## config.mk

```make
export PLATFORM = sky130hd
export DESIGN_NAME = pcirs_status_top
export DESIGN_NICKNAME = d
export VERILOG_FILES = /design/src/include/pcirs_pkg.sv /design/src/rtl/pcirs_elastic_buf.sv /design/src/rtl/pcirs_status_top.sv
export SDC_FILE = /design/constraint.sdc
export NUM_CORES = 1
export LEC_CHECK = 0
export BUFFER_PORTS_ARGS = -buffer_cell sky130_fd_sc_hd__buf_2
export CAP_MARGIN = 30
export CORE_UTILIZATION = 52
export DETAILED_ROUTE_END_ITERATION = 8
export PLACE_DENSITY = 0.75
export SYNTH_ARGS = -nofsm -noshare
export SYNTH_HDL_FRONTEND = slang
export SYNTH_SLANG_ARGS = --single-unit
```

## constraint.sdc

```tcl
create_clock -name clk -period 2.8 [get_ports clk]
set_input_delay 0.56 -clock clk [delete_from_list [all_inputs] [get_ports clk]]
set_output_delay 0.56 -clock clk [all_outputs]
set_load 0.005 [all_outputs]
```

## src/include/pcirs_pkg.sv

```systemverilog
// constants and types shared by the receive status reporting block
package pcirs_pkg;
	// ----------------------------------------------------------------
	// receive status codes
	// ----------------------------------------------------------------
	localparam logic [2:0] ST_OK = 3'h0;
	localparam logic [2:0] ST_SKP_ADD = 3'h1;
	localparam logic [2:0] ST_SKP_REM = 3'h2;
	localparam logic [2:0] ST_RX_DET = 3'h3;
	localparam logic [2:0] ST_DEC_ERR = 3'h4;
	localparam logic [2:0] ST_OVF = 3'h5;
	localparam logic [2:0] ST_UDF = 3'h6;
	localparam logic [2:0] ST_DISP_ERR = 3'h7;

	// ----------------------------------------------------------------
	// symbols and elastic buffer entry layout
	// ----------------------------------------------------------------
	localparam logic [7:0] EDB_BYTE = 8'hFE;
	localparam int SYM_W = 8;
	localparam int ENT_K = 8;
	localparam int ENT_DEC = 9;
	localparam int ENT_DISP = 10;
	localparam int ENT_ADD = 11;
	localparam int ENT_REM = 12;
	localparam int ENT_OVF = 13;
	localparam int ENTRY_W = 14;
	localparam int RAW_W = 10;
	localparam int EB_DEPTH_DEF = 8;
	localparam int EB_DEPTH_MIN = 7;

	// ----------------------------------------------------------------
	// timing: one symbol per clock at 100 MHz
	// ----------------------------------------------------------------
	localparam int CLK_PERIOD_NS = 10;
	localparam int INV_MAX_SYMBOLS = 20;
	localparam int SYMBOLS_PER_CLK = 1;
	localparam int INV_MAX_CYC = INV_MAX_SYMBOLS / SYMBOLS_PER_CLK;
	localparam int SYNC_STAGES = 2;
	localparam int INV_LATENCY_CYC = SYNC_STAGES + 1;

	// receiver detect sequencing
	typedef enum logic [1:0] {
		DET_IDLE = 2'b00,
		DET_SHOW = 2'b01,
		DET_DONE = 2'b10
	} pcirs_det_t;
endpackage : pcirs_pkg

```

## src/rtl/pcirs_elastic_buf.sv

```systemverilog
// elastic buffer storage for received symbols with their flags
`timescale 1ns/100ps
module pcirs_elastic_buf #(
	parameter int WIDTH = pcirs_pkg::ENTRY_W,
	parameter int DEPTH = pcirs_pkg::EB_DEPTH_DEF
) (
	// clock and reset
	input wire logic clk,
	input wire logic rst_n,
	// write side
	input wire logic wrEn,
	input wire logic [WIDTH-1:0] wrWord,
	// read side
	input wire logic rdEn,
	output logic [WIDTH-1:0] rdWord,
	// fill state
	output logic empty,
	output logic full,
	output logic [$clog2(DEPTH):0] level
);
	localparam int AW = $clog2(DEPTH);
	localparam logic [AW:0] DEPTH_C = (AW+1)'(DEPTH);
	localparam logic [AW-1:0] LAST_C = AW'(DEPTH - 1);

	// ----------------------------------------------------------------
	// storage and pointers
	// ----------------------------------------------------------------
	logic [WIDTH-1:0] mem_ff [DEPTH];
	logic [AW-1:0] wrPtr_ff;
	logic [AW-1:0] rdPtr_ff;
	logic [AW:0] count_ff;
	logic doWr;
	logic doRd;

	// a shallower buffer cannot absorb the worst-case drift between skip sets
	if (DEPTH < pcirs_pkg::EB_DEPTH_MIN) begin : g_depth_bad
		$error("elastic buffer depth below seven symbols");
	end

	// a write into a full buffer is only legal when a read frees a slot
	assign doWr = wrEn && (!full || rdEn);
	assign doRd = rdEn && !empty;
	assign empty = (count_ff == '0);
	assign full = (count_ff == DEPTH_C);
	assign level = count_ff;
	assign rdWord = mem_ff[rdPtr_ff];

	// storage array holds no control state, so no reset
	always_ff @(posedge clk) begin
		if (doWr) begin
			mem_ff[wrPtr_ff] <= wrWord;
		end
	end

	// pointers wrap at depth, which need not be a power of two
	always_ff @(posedge clk or negedge rst_n) begin
		if (!rst_n) begin
			wrPtr_ff <= '0;
			rdPtr_ff <= '0;
			count_ff <= '0;
		end else begin
			if (doWr) begin
				wrPtr_ff <= (wrPtr_ff == LAST_C) ? '0 : wrPtr_ff + 1'b1;
			end
			if (doRd) begin
				rdPtr_ff <= (rdPtr_ff == LAST_C) ? '0 : rdPtr_ff + 1'b1;
			end
			count_ff <= count_ff + (AW+1)'(doWr) - (AW+1)'(doRd);
		end
	end
endmodule : pcirs_elastic_buf

```

## src/rtl/pcirs_status_top.sv

```systemverilog
// receive status reporting, polarity inversion and tx disparity control
// Behaviour
// [RULE_01] status codes: ok, skp added, skp removed, detected, decode, overflow, underflow, disparity
// [RULE_02] each receive error shows for one cycle, aligned with its byte
// [RULE_03] several errors on one byte: decode, overflow, underflow, disparity in that order
// [RULE_04] decode error replaces the byte with EDB and shows decode code
// [RULE_05] disparity error shows code while the byte itself passes through
// [RULE_06] underflow inserts EDB and shows underflow code with it
// [RULE_07] overflow drops a symbol and reports in its would-be slot
// [RULE_08] received data inverted while inversion requested, within 20 symbols
// [RULE_09] one-cycle disparity pulse makes its aligned byte go out with negative disparity
// [RULE_10] skp added or removed is shown for one cycle with the COM symbol
// [RULE_11] after receiver detect, show detected or ok before signalling completion; the code shows it in the same cycle that phyStatus rises
// [RULE_12] elastic buffer holds at least seven symbols
// [RULE_13] cycles with nothing to report show the data-ok code
`timescale 1ns/100ps
module pcirs_status_top #(
	parameter int EB_DEPTH = pcirs_pkg::EB_DEPTH_DEF
) (
	// clock and reset
	input wire logic clk,
	input wire logic rst_n,
	// mac control pins
	input wire logic rx_invert_request,
	input wire logic rx_detect_or_loopback_request,
	input wire logic tx_force_negative_disparity,
	input wire logic [7:0] txDataIn,
	input wire logic txKIn,
	// transmit toward encoder
	output logic [7:0] txDataOut,
	output logic txKOut,
	output logic txForceNeg,
	// raw receive symbols around the decoder
	input wire logic [9:0] rawSymIn,
	output logic [9:0] rawSymOut,
	output logic rxInvertActive,
	// decoded receive symbols
	input wire logic symValid,
	input wire logic [7:0] symData,
	input wire logic symK,
	input wire logic symDecErr,
	input wire logic symDispErr,
	input wire logic symSkpAdded,
	input wire logic symSkpRemoved,
	// receiver detect analog side
	input wire logic detDone,
	input wire logic farEndPresent,
	// parallel receive toward mac
	output logic [7:0] rxData,
	output logic rxK,
	output logic rxValid,
	output logic [2:0] rx_status_code,
	output logic phyStatus
);
	localparam int LW = $clog2(EB_DEPTH) + 1;
	localparam logic [LW-1:0] PRIME_C = LW'(EB_DEPTH / 2);

	// the synchroniser must leave the inversion inside its symbol budget
	if (pcirs_pkg::INV_LATENCY_CYC > pcirs_pkg::INV_MAX_CYC) begin : g_inv_budget
		$error("inversion latency exceeds limit");
	end

	// ----------------------------------------------------------------
	// status selection by fixed priority
	// ----------------------------------------------------------------
	function automatic logic [2:0] pickStatus(input logic [pcirs_pkg::ENTRY_W-1:0] w, input logic udf); // [RULE_01]
		logic [2:0] code;
		code = pcirs_pkg::ST_OK; // [RULE_13]
		if (w[pcirs_pkg::ENT_DEC]) begin
			code = pcirs_pkg::ST_DEC_ERR; // [RULE_03]
		end else if (w[pcirs_pkg::ENT_OVF]) begin
			code = pcirs_pkg::ST_OVF;
		end else if (udf) begin
			code = pcirs_pkg::ST_UDF;
		end else if (w[pcirs_pkg::ENT_DISP]) begin
			code = pcirs_pkg::ST_DISP_ERR; // [RULE_05]
		end else if (w[pcirs_pkg::ENT_ADD]) begin
			code = pcirs_pkg::ST_SKP_ADD; // [RULE_10]
		end else if (w[pcirs_pkg::ENT_REM]) begin
			code = pcirs_pkg::ST_SKP_REM;
		end
		return code;
	endfunction : pickStatus

	// ----------------------------------------------------------------
	// pin synchronisers
	// ----------------------------------------------------------------
	localparam int MW = 12;
	logic [MW-1:0] macSync1_ff;
	logic [MW-1:0] macSync2_ff;

	// data travels with its control bit so alignment survives the sync
	always_ff @(posedge clk or negedge rst_n) begin
		if (!rst_n) begin
			macSync1_ff <= '0;
			macSync2_ff <= '0;
		end else begin
			macSync1_ff <= {rx_invert_request, rx_detect_or_loopback_request,
				tx_force_negative_disparity, txKIn, txDataIn};
			macSync2_ff <= macSync1_ff;
		end
	end

	logic invReq;
	logic detReq;
	assign invReq = macSync2_ff[11];
	assign detReq = macSync2_ff[10];
	assign txForceNeg = macSync2_ff[9]; // [RULE_09]
	assign txKOut = macSync2_ff[8];
	assign txDataOut = macSync2_ff[7:0];

	// ----------------------------------------------------------------
	// polarity inversion of raw symbols
	// ----------------------------------------------------------------
	logic invActive_ff;
	logic [9:0] rawSym_ff;

	// three cycles from pin to rxInvertActive and four to inverted rawSymOut, well inside twenty symbols
	always_ff @(posedge clk or negedge rst_n) begin
		if (!rst_n) begin
			invActive_ff <= 1'b0;
			rawSym_ff <= '0;
		end else begin
			invActive_ff <= invReq; // [RULE_08]
			rawSym_ff <= invActive_ff ? ~rawSymIn : rawSymIn; // [RULE_08]
		end
	end
	assign rxInvertActive = invActive_ff;
	assign rawSymOut = rawSym_ff;

	// ----------------------------------------------------------------
	// elastic buffer and overflow bookkeeping
	// ----------------------------------------------------------------
	logic [pcirs_pkg::ENTRY_W-1:0] wrWord;
	logic [pcirs_pkg::ENTRY_W-1:0] rdWord;
	logic ebEmpty;
	logic ebFull;
	logic [LW-1:0] ebLevel;
	logic primed_ff;
	logic pendOvf_ff;
	logic rdEn;
	logic drop;
	logic wrEn;
	pcirs_pkg::pcirs_det_t detState_ff;

	// reads pause while detect owns the status bus, so no symbol vanishes unreported
	assign rdEn = primed_ff && !ebEmpty && (detState_ff == pcirs_pkg::DET_IDLE); // [RULE_07]
	assign drop = symValid && ebFull && !rdEn; // [RULE_07]
	assign wrEn = symValid && !drop;
	assign wrWord = {pendOvf_ff, symSkpRemoved, symSkpAdded, symDispErr, symDecErr, symK, symData};

	pcirs_elastic_buf #(
		.WIDTH(pcirs_pkg::ENTRY_W),
		.DEPTH(EB_DEPTH)
	) u_ebuf (
		.clk(clk),
		.rst_n(rst_n),
		.wrEn(wrEn),
		.wrWord(wrWord),
		.rdEn(rdEn),
		.rdWord(rdWord),
		.empty(ebEmpty),
		.full(ebFull),
		.level(ebLevel)
	);

	// the slot of a dropped symbol rides on the next stored symbol; a new drop wins over the clear
	always_ff @(posedge clk or negedge rst_n) begin
		if (!rst_n) begin
			pendOvf_ff <= 1'b0;
		end else if (drop) begin
			pendOvf_ff <= 1'b1; // [RULE_07]
		end else if (wrEn) begin
			pendOvf_ff <= 1'b0;
		end
	end

	// reading starts at half fill so both drift directions have margin
	always_ff @(posedge clk or negedge rst_n) begin
		if (!rst_n) begin
			primed_ff <= 1'b0;
		end else if (ebLevel >= PRIME_C) begin
			primed_ff <= 1'b1; // [RULE_12]
		end
	end

	// ----------------------------------------------------------------
	// receiver detect sequencing
	// ----------------------------------------------------------------
	logic farPresent_ff;

	// result goes on the status bus in the same cycle that completion is flagged
	always_ff @(posedge clk or negedge rst_n) begin
		if (!rst_n) begin
			detState_ff <= pcirs_pkg::DET_IDLE;
			farPresent_ff <= 1'b0;
		end else begin
			case (detState_ff)
				pcirs_pkg::DET_IDLE: begin
					if (detReq && detDone) begin
						farPresent_ff <= farEndPresent;
						detState_ff <= pcirs_pkg::DET_SHOW; // [RULE_11]
					end
				end
				pcirs_pkg::DET_SHOW: begin
					detState_ff <= pcirs_pkg::DET_DONE; // [RULE_11]
				end
				pcirs_pkg::DET_DONE: begin
					if (!detReq) begin
						detState_ff <= pcirs_pkg::DET_IDLE;
					end
				end
				default: begin
					detState_ff <= pcirs_pkg::DET_IDLE;
				end
			endcase
		end
	end
	assign phyStatus = (detState_ff == pcirs_pkg::DET_DONE);

	// ----------------------------------------------------------------
	// parallel receive output and status
	// ----------------------------------------------------------------
	logic [7:0] rxData_ff;
	logic rxK_ff;
	logic rxValid_ff;
	logic [2:0] status_ff;

	// one code per output slot, so every error lasts exactly one cycle
	always_ff @(posedge clk or negedge rst_n) begin
		if (!rst_n) begin
			rxData_ff <= '0;
			rxK_ff <= 1'b0;
			rxValid_ff <= 1'b0;
			status_ff <= pcirs_pkg::ST_OK;
		end else if (detState_ff != pcirs_pkg::DET_IDLE) begin
			rxValid_ff <= 1'b0;
			status_ff <= farPresent_ff ? pcirs_pkg::ST_RX_DET : pcirs_pkg::ST_OK; // [RULE_11]
		end else if (primed_ff && ebEmpty) begin
			rxData_ff <= pcirs_pkg::EDB_BYTE; // [RULE_06]
			rxK_ff <= 1'b1;
			rxValid_ff <= 1'b1;
			status_ff <= pcirs_pkg::ST_UDF; // [RULE_06]
		end else if (rdEn) begin
			rxData_ff <= rdWord[pcirs_pkg::ENT_DEC] ? pcirs_pkg::EDB_BYTE : rdWord[7:0]; // [RULE_04]
			rxK_ff <= rdWord[pcirs_pkg::ENT_DEC] | rdWord[pcirs_pkg::ENT_K];
			rxValid_ff <= 1'b1;
			status_ff <= pickStatus(rdWord, 1'b0); // [RULE_02]
		end else begin
			rxValid_ff <= 1'b0;
			status_ff <= pcirs_pkg::ST_OK; // [RULE_13]
		end
	end
	assign rxData = rxData_ff;
	assign rxK = rxK_ff;
	assign rxValid = rxValid_ff;
	assign rx_status_code = status_ff;
endmodule : pcirs_status_top

```

==> flow_summary.yaml <==
outcome:
  outcome: "finished clean"
detailed_routing:
  first_pass_iters: 4
  drt-initial-drc-count: 233
  post_drt_wl_per_cell_um: 18.6
  viasPerCell: 5.34
  drc: 0
  vias: 3335
  ant_nets: 0
  drt-total-wl_um: 11600
setup_path:
  crit_fanout: 3
  timing.rr.start: "u_ebuf.level[2]$_DFF_PN0_"
  cp.arrival_ns: 2.89
  critPathCaptureType: "flip-flop"
  cp-start-kind: "flip-flop"
  critPathLaunch: "u_ebuf.level[2]$_DFF_PN0_"
  worstRegToRegCells: 11
  cp-endpoint: "u_ebuf.level[2]$_DFF_PN0_"
  reg2reg_slack_ns: 0.22
  required_ns: 3.11
  rr_endpoint: "u_ebuf.level[2]$_DFF_PN0_"
  crit_type: "flip-flop to flip-flop"
timing:
  finClkSkew_ns: 0.00759
  final-setup-viol-count: 0
  clock.fmax_mhz: 388
  relSlewSlack_pct: 59.5
  rsz0062_at_grt: "false"
  min_period_ns: 2.58
  final.setup.tns_ns: 0
  tightest_slew_ns: 0.608
  finalHoldViolCount: 0
  period_share_pct: 92.2
  finalMaxSlewViolations: 0
global_route:
  grt_max_degree: 32
  grt.total_usage_pct: 19.5
  grt_pass1_vias: 3373
  grt_overflow_total: 0
  grt_antenna_before_repair: 1
  grt_pass1_wl_um: 18000
layout:
  drive_above_1_share_pct: 34.6
  fin_nets: 495
  stdcell_area_um2: 7820
  multiInputGateArea_um2: 1500
  seq_area_um2: 4940
  antenna-diode-count: 0
  n_fill_cell: 840
  syn_to_final_growth_pct: 18.8
pwr:
  power.leakage_nw: 3.05
  peakVddDrop_uv: 457
  power_density_nw_per_um2: 1000
min_path:
  hold_class: "input port to asynchronous set/reset pin"
die:
  initial_core_util_pct: 54.1
  die_area_um2: 13100
  placeableCoreArea_um2: 12200
  ios: 75
  die_x_um: 114
  die_y_um: 114
  rows: 40
yosys:
  syn-num-nets: 404
  synth_flop_cell: "edfxtp_1"
  synth_area_um2: 6580
  syn_area_per_cell_um2: 18.6
  async_reset_ff_share_pct: 36.0
  ys_seq_area_share_pct: 75.1
  synth-edff-count: 112
  netlist-cell-type-count: 42
  ys_warn_count: 0
  syn_inst: 353
  ys_seq_elements: 175
clocking:
  numCtsBuffers: 17
  ctsResizeCount: 0
  cts_sinks: 175
  cts_setup_buffers: 0
  tritoncts: "done"
  holdBufCountCts: 0
  path_clk_slew_ns: 0.06
  max-clock-path-buffers: 2
  cts-root-buf: "clkbuf_16"
  cts_htree_levels: 4
  clock_latency_ns: 0.43
placed_design:
  dp_hpwl_um: 7280
  gp_congestion: 0.768
  place_area_um2: 7210
  port_buffers: 74
run:
  drv_cap: 0
sequential cells by signal (all words and copies together) (netlist names), 2 cells and up:
signal	cells
detState_ff	2
macSync1_ff	12
macSync2_ff	12
rawSymOut	10
rxData	8
rx_status_code	3
u_ebuf.level	4
u_ebuf.mem_ff	112
u_ebuf.rdPtr_ff	3
u_ebuf.wrPtr_ff	3
synthesized netlist by cell type, types with 3 or more instances:
cell / instances / area share [%]
edfxtp_1: 112 / 51
nand2_1: 14 / 0.80
a21oi_1: 3 / 0.23
nor2b_1: 3 / 0.29
a31oi_1: 9 / 0.86
a22oi_1: 3 / 0.34
dfrtp_1: 63 / 24
buf_4: 9 / 1.0
inv_1: 11 / 0.63
nor3_1: 5 / 0.38
ha_1: 10 / 1.9
buf_2: 4 / 0.30
mux4_2: 22 / 7.5
clkbuf_1: 3 / 0.17
mux2i_1: 19 / 2.9
xor2_1: 11 / 1.5
a21o_1: 4 / 0.46
mux2_2: 5 / 0.86
nor2_1: 14 / 0.80
o21ai_0: 3 / 0.23
power breakdown:
group / internal (mW) / switching (mW)
combinational: 0.956 / 1.08
sequential: 3.21 / 0.225
clock: 1.41 / 0.963
total: 5.58 / 2.27
layout by cell type, fill, tap and decap left out, drive strengths merged, types with 2 or more instances in the layout:
cell        n
nor3        5
buf        91
nand2b      2
a21o        4
xor2       11
clkinv      2
clkinvlp    5
nand2      14
mux2        5
clkbuf     18
nor2b       3
edfxtp    112
nand3       2
a21oi       3
inv        16
dfrtp      63
or3b        2
nor2       14
bufinv      3
ha         10
mux4       24
a31oi       9
o21ai       4
a22oi       3
mux2i      19
per-layer routing:
metal / GRT usage [%] / up-vias / part of all wire [%]
met5: 0 / - / 0
met4: 9.00 / 0 / 1.7
met3: 5.93 / 22 / 5.0
met2: 31.8 / 95 / 50
met1: 24.2 / 1702 / 43
li1: - / 1516 / -
worst min path at each step:
stage,from,endpoint,slack [ns],depth (start not counted)
after detailed placement,macSync1_ff[10]$_DFF_PN0_,macSync2_ff[10]$_DFF_PN0_,0.34,0
final,rst_n,u_ebuf.level[0]$_DFF_PN0_,0.14,1
after global placement,macSync1_ff[10]$_DFF_PN0_,macSync2_ff[10]$_DFF_PN0_,0.33,0
after floorplan,rst_n,detState_ff[0]$_DFFE_PN0P_,0.26,0
after global routing,rst_n,pendOvf_ff$_DFFE_PN0P_,0.19,1
after CTS,rst_n,u_ebuf.level[0]$_DFF_PN0_,0.15,1
cells by family after synthesis:
logic type / synth area share [%]
AND/OR/NAND/NOR: 3.42
XOR/XNOR: 1.60
buffers and inverters: 2.47
flip-flops: 75.1
multiplexers: 12.1
adder cells (fa/ha/maj): 2.21
AO/OA/AOI/OAI: 3.12
per-stage QoR:
stage / util [%] / setup WS, ns / std cells / power [mW] / hold slack [ns]
final: 64.3 / 0.219 / 625 / 7.85 / 0.142
after global routing: 64.3 / 0.113 / 625 / 8.22 / 0.186
after CTS: 64.3 / 0.212 / 625 / 7.93 / 0.149
after detailed placement: 59.3 / 0.245 / 593 / 5.52 / 0.336
after global placement: 59.3 / 0.370 / 593 / 5.44 / 0.334
after floorplan: - / 0.0946 / 353 / 4.85 / 0.264
cell type report:
type                            count  area share [%]
Sequential cell                   175            63.2
Timing Repair Buffer               91            6.53
Tap cell                          168            2.69
Clock buffer                       18            5.49
Multi-Input combinational cell    147            19.2
Clock inverter                     14            2.27
Inverter                           12           0.576
worst max-delay path, cell delays in order (launching register included):
cell     delay [ns]
dfrtp_1        0.37
inv_1          0.11
ha_1           0.24
or3b_2         0.51
nand2_1        0.12
inv_1          0.07
ha_1           0.27
inv_1          0.06
ha_1           0.16
inv_1          0.06
fa_1           0.37
xnor2_1        0.14
No activity file was read; power rests on OpenSTA's default activity.
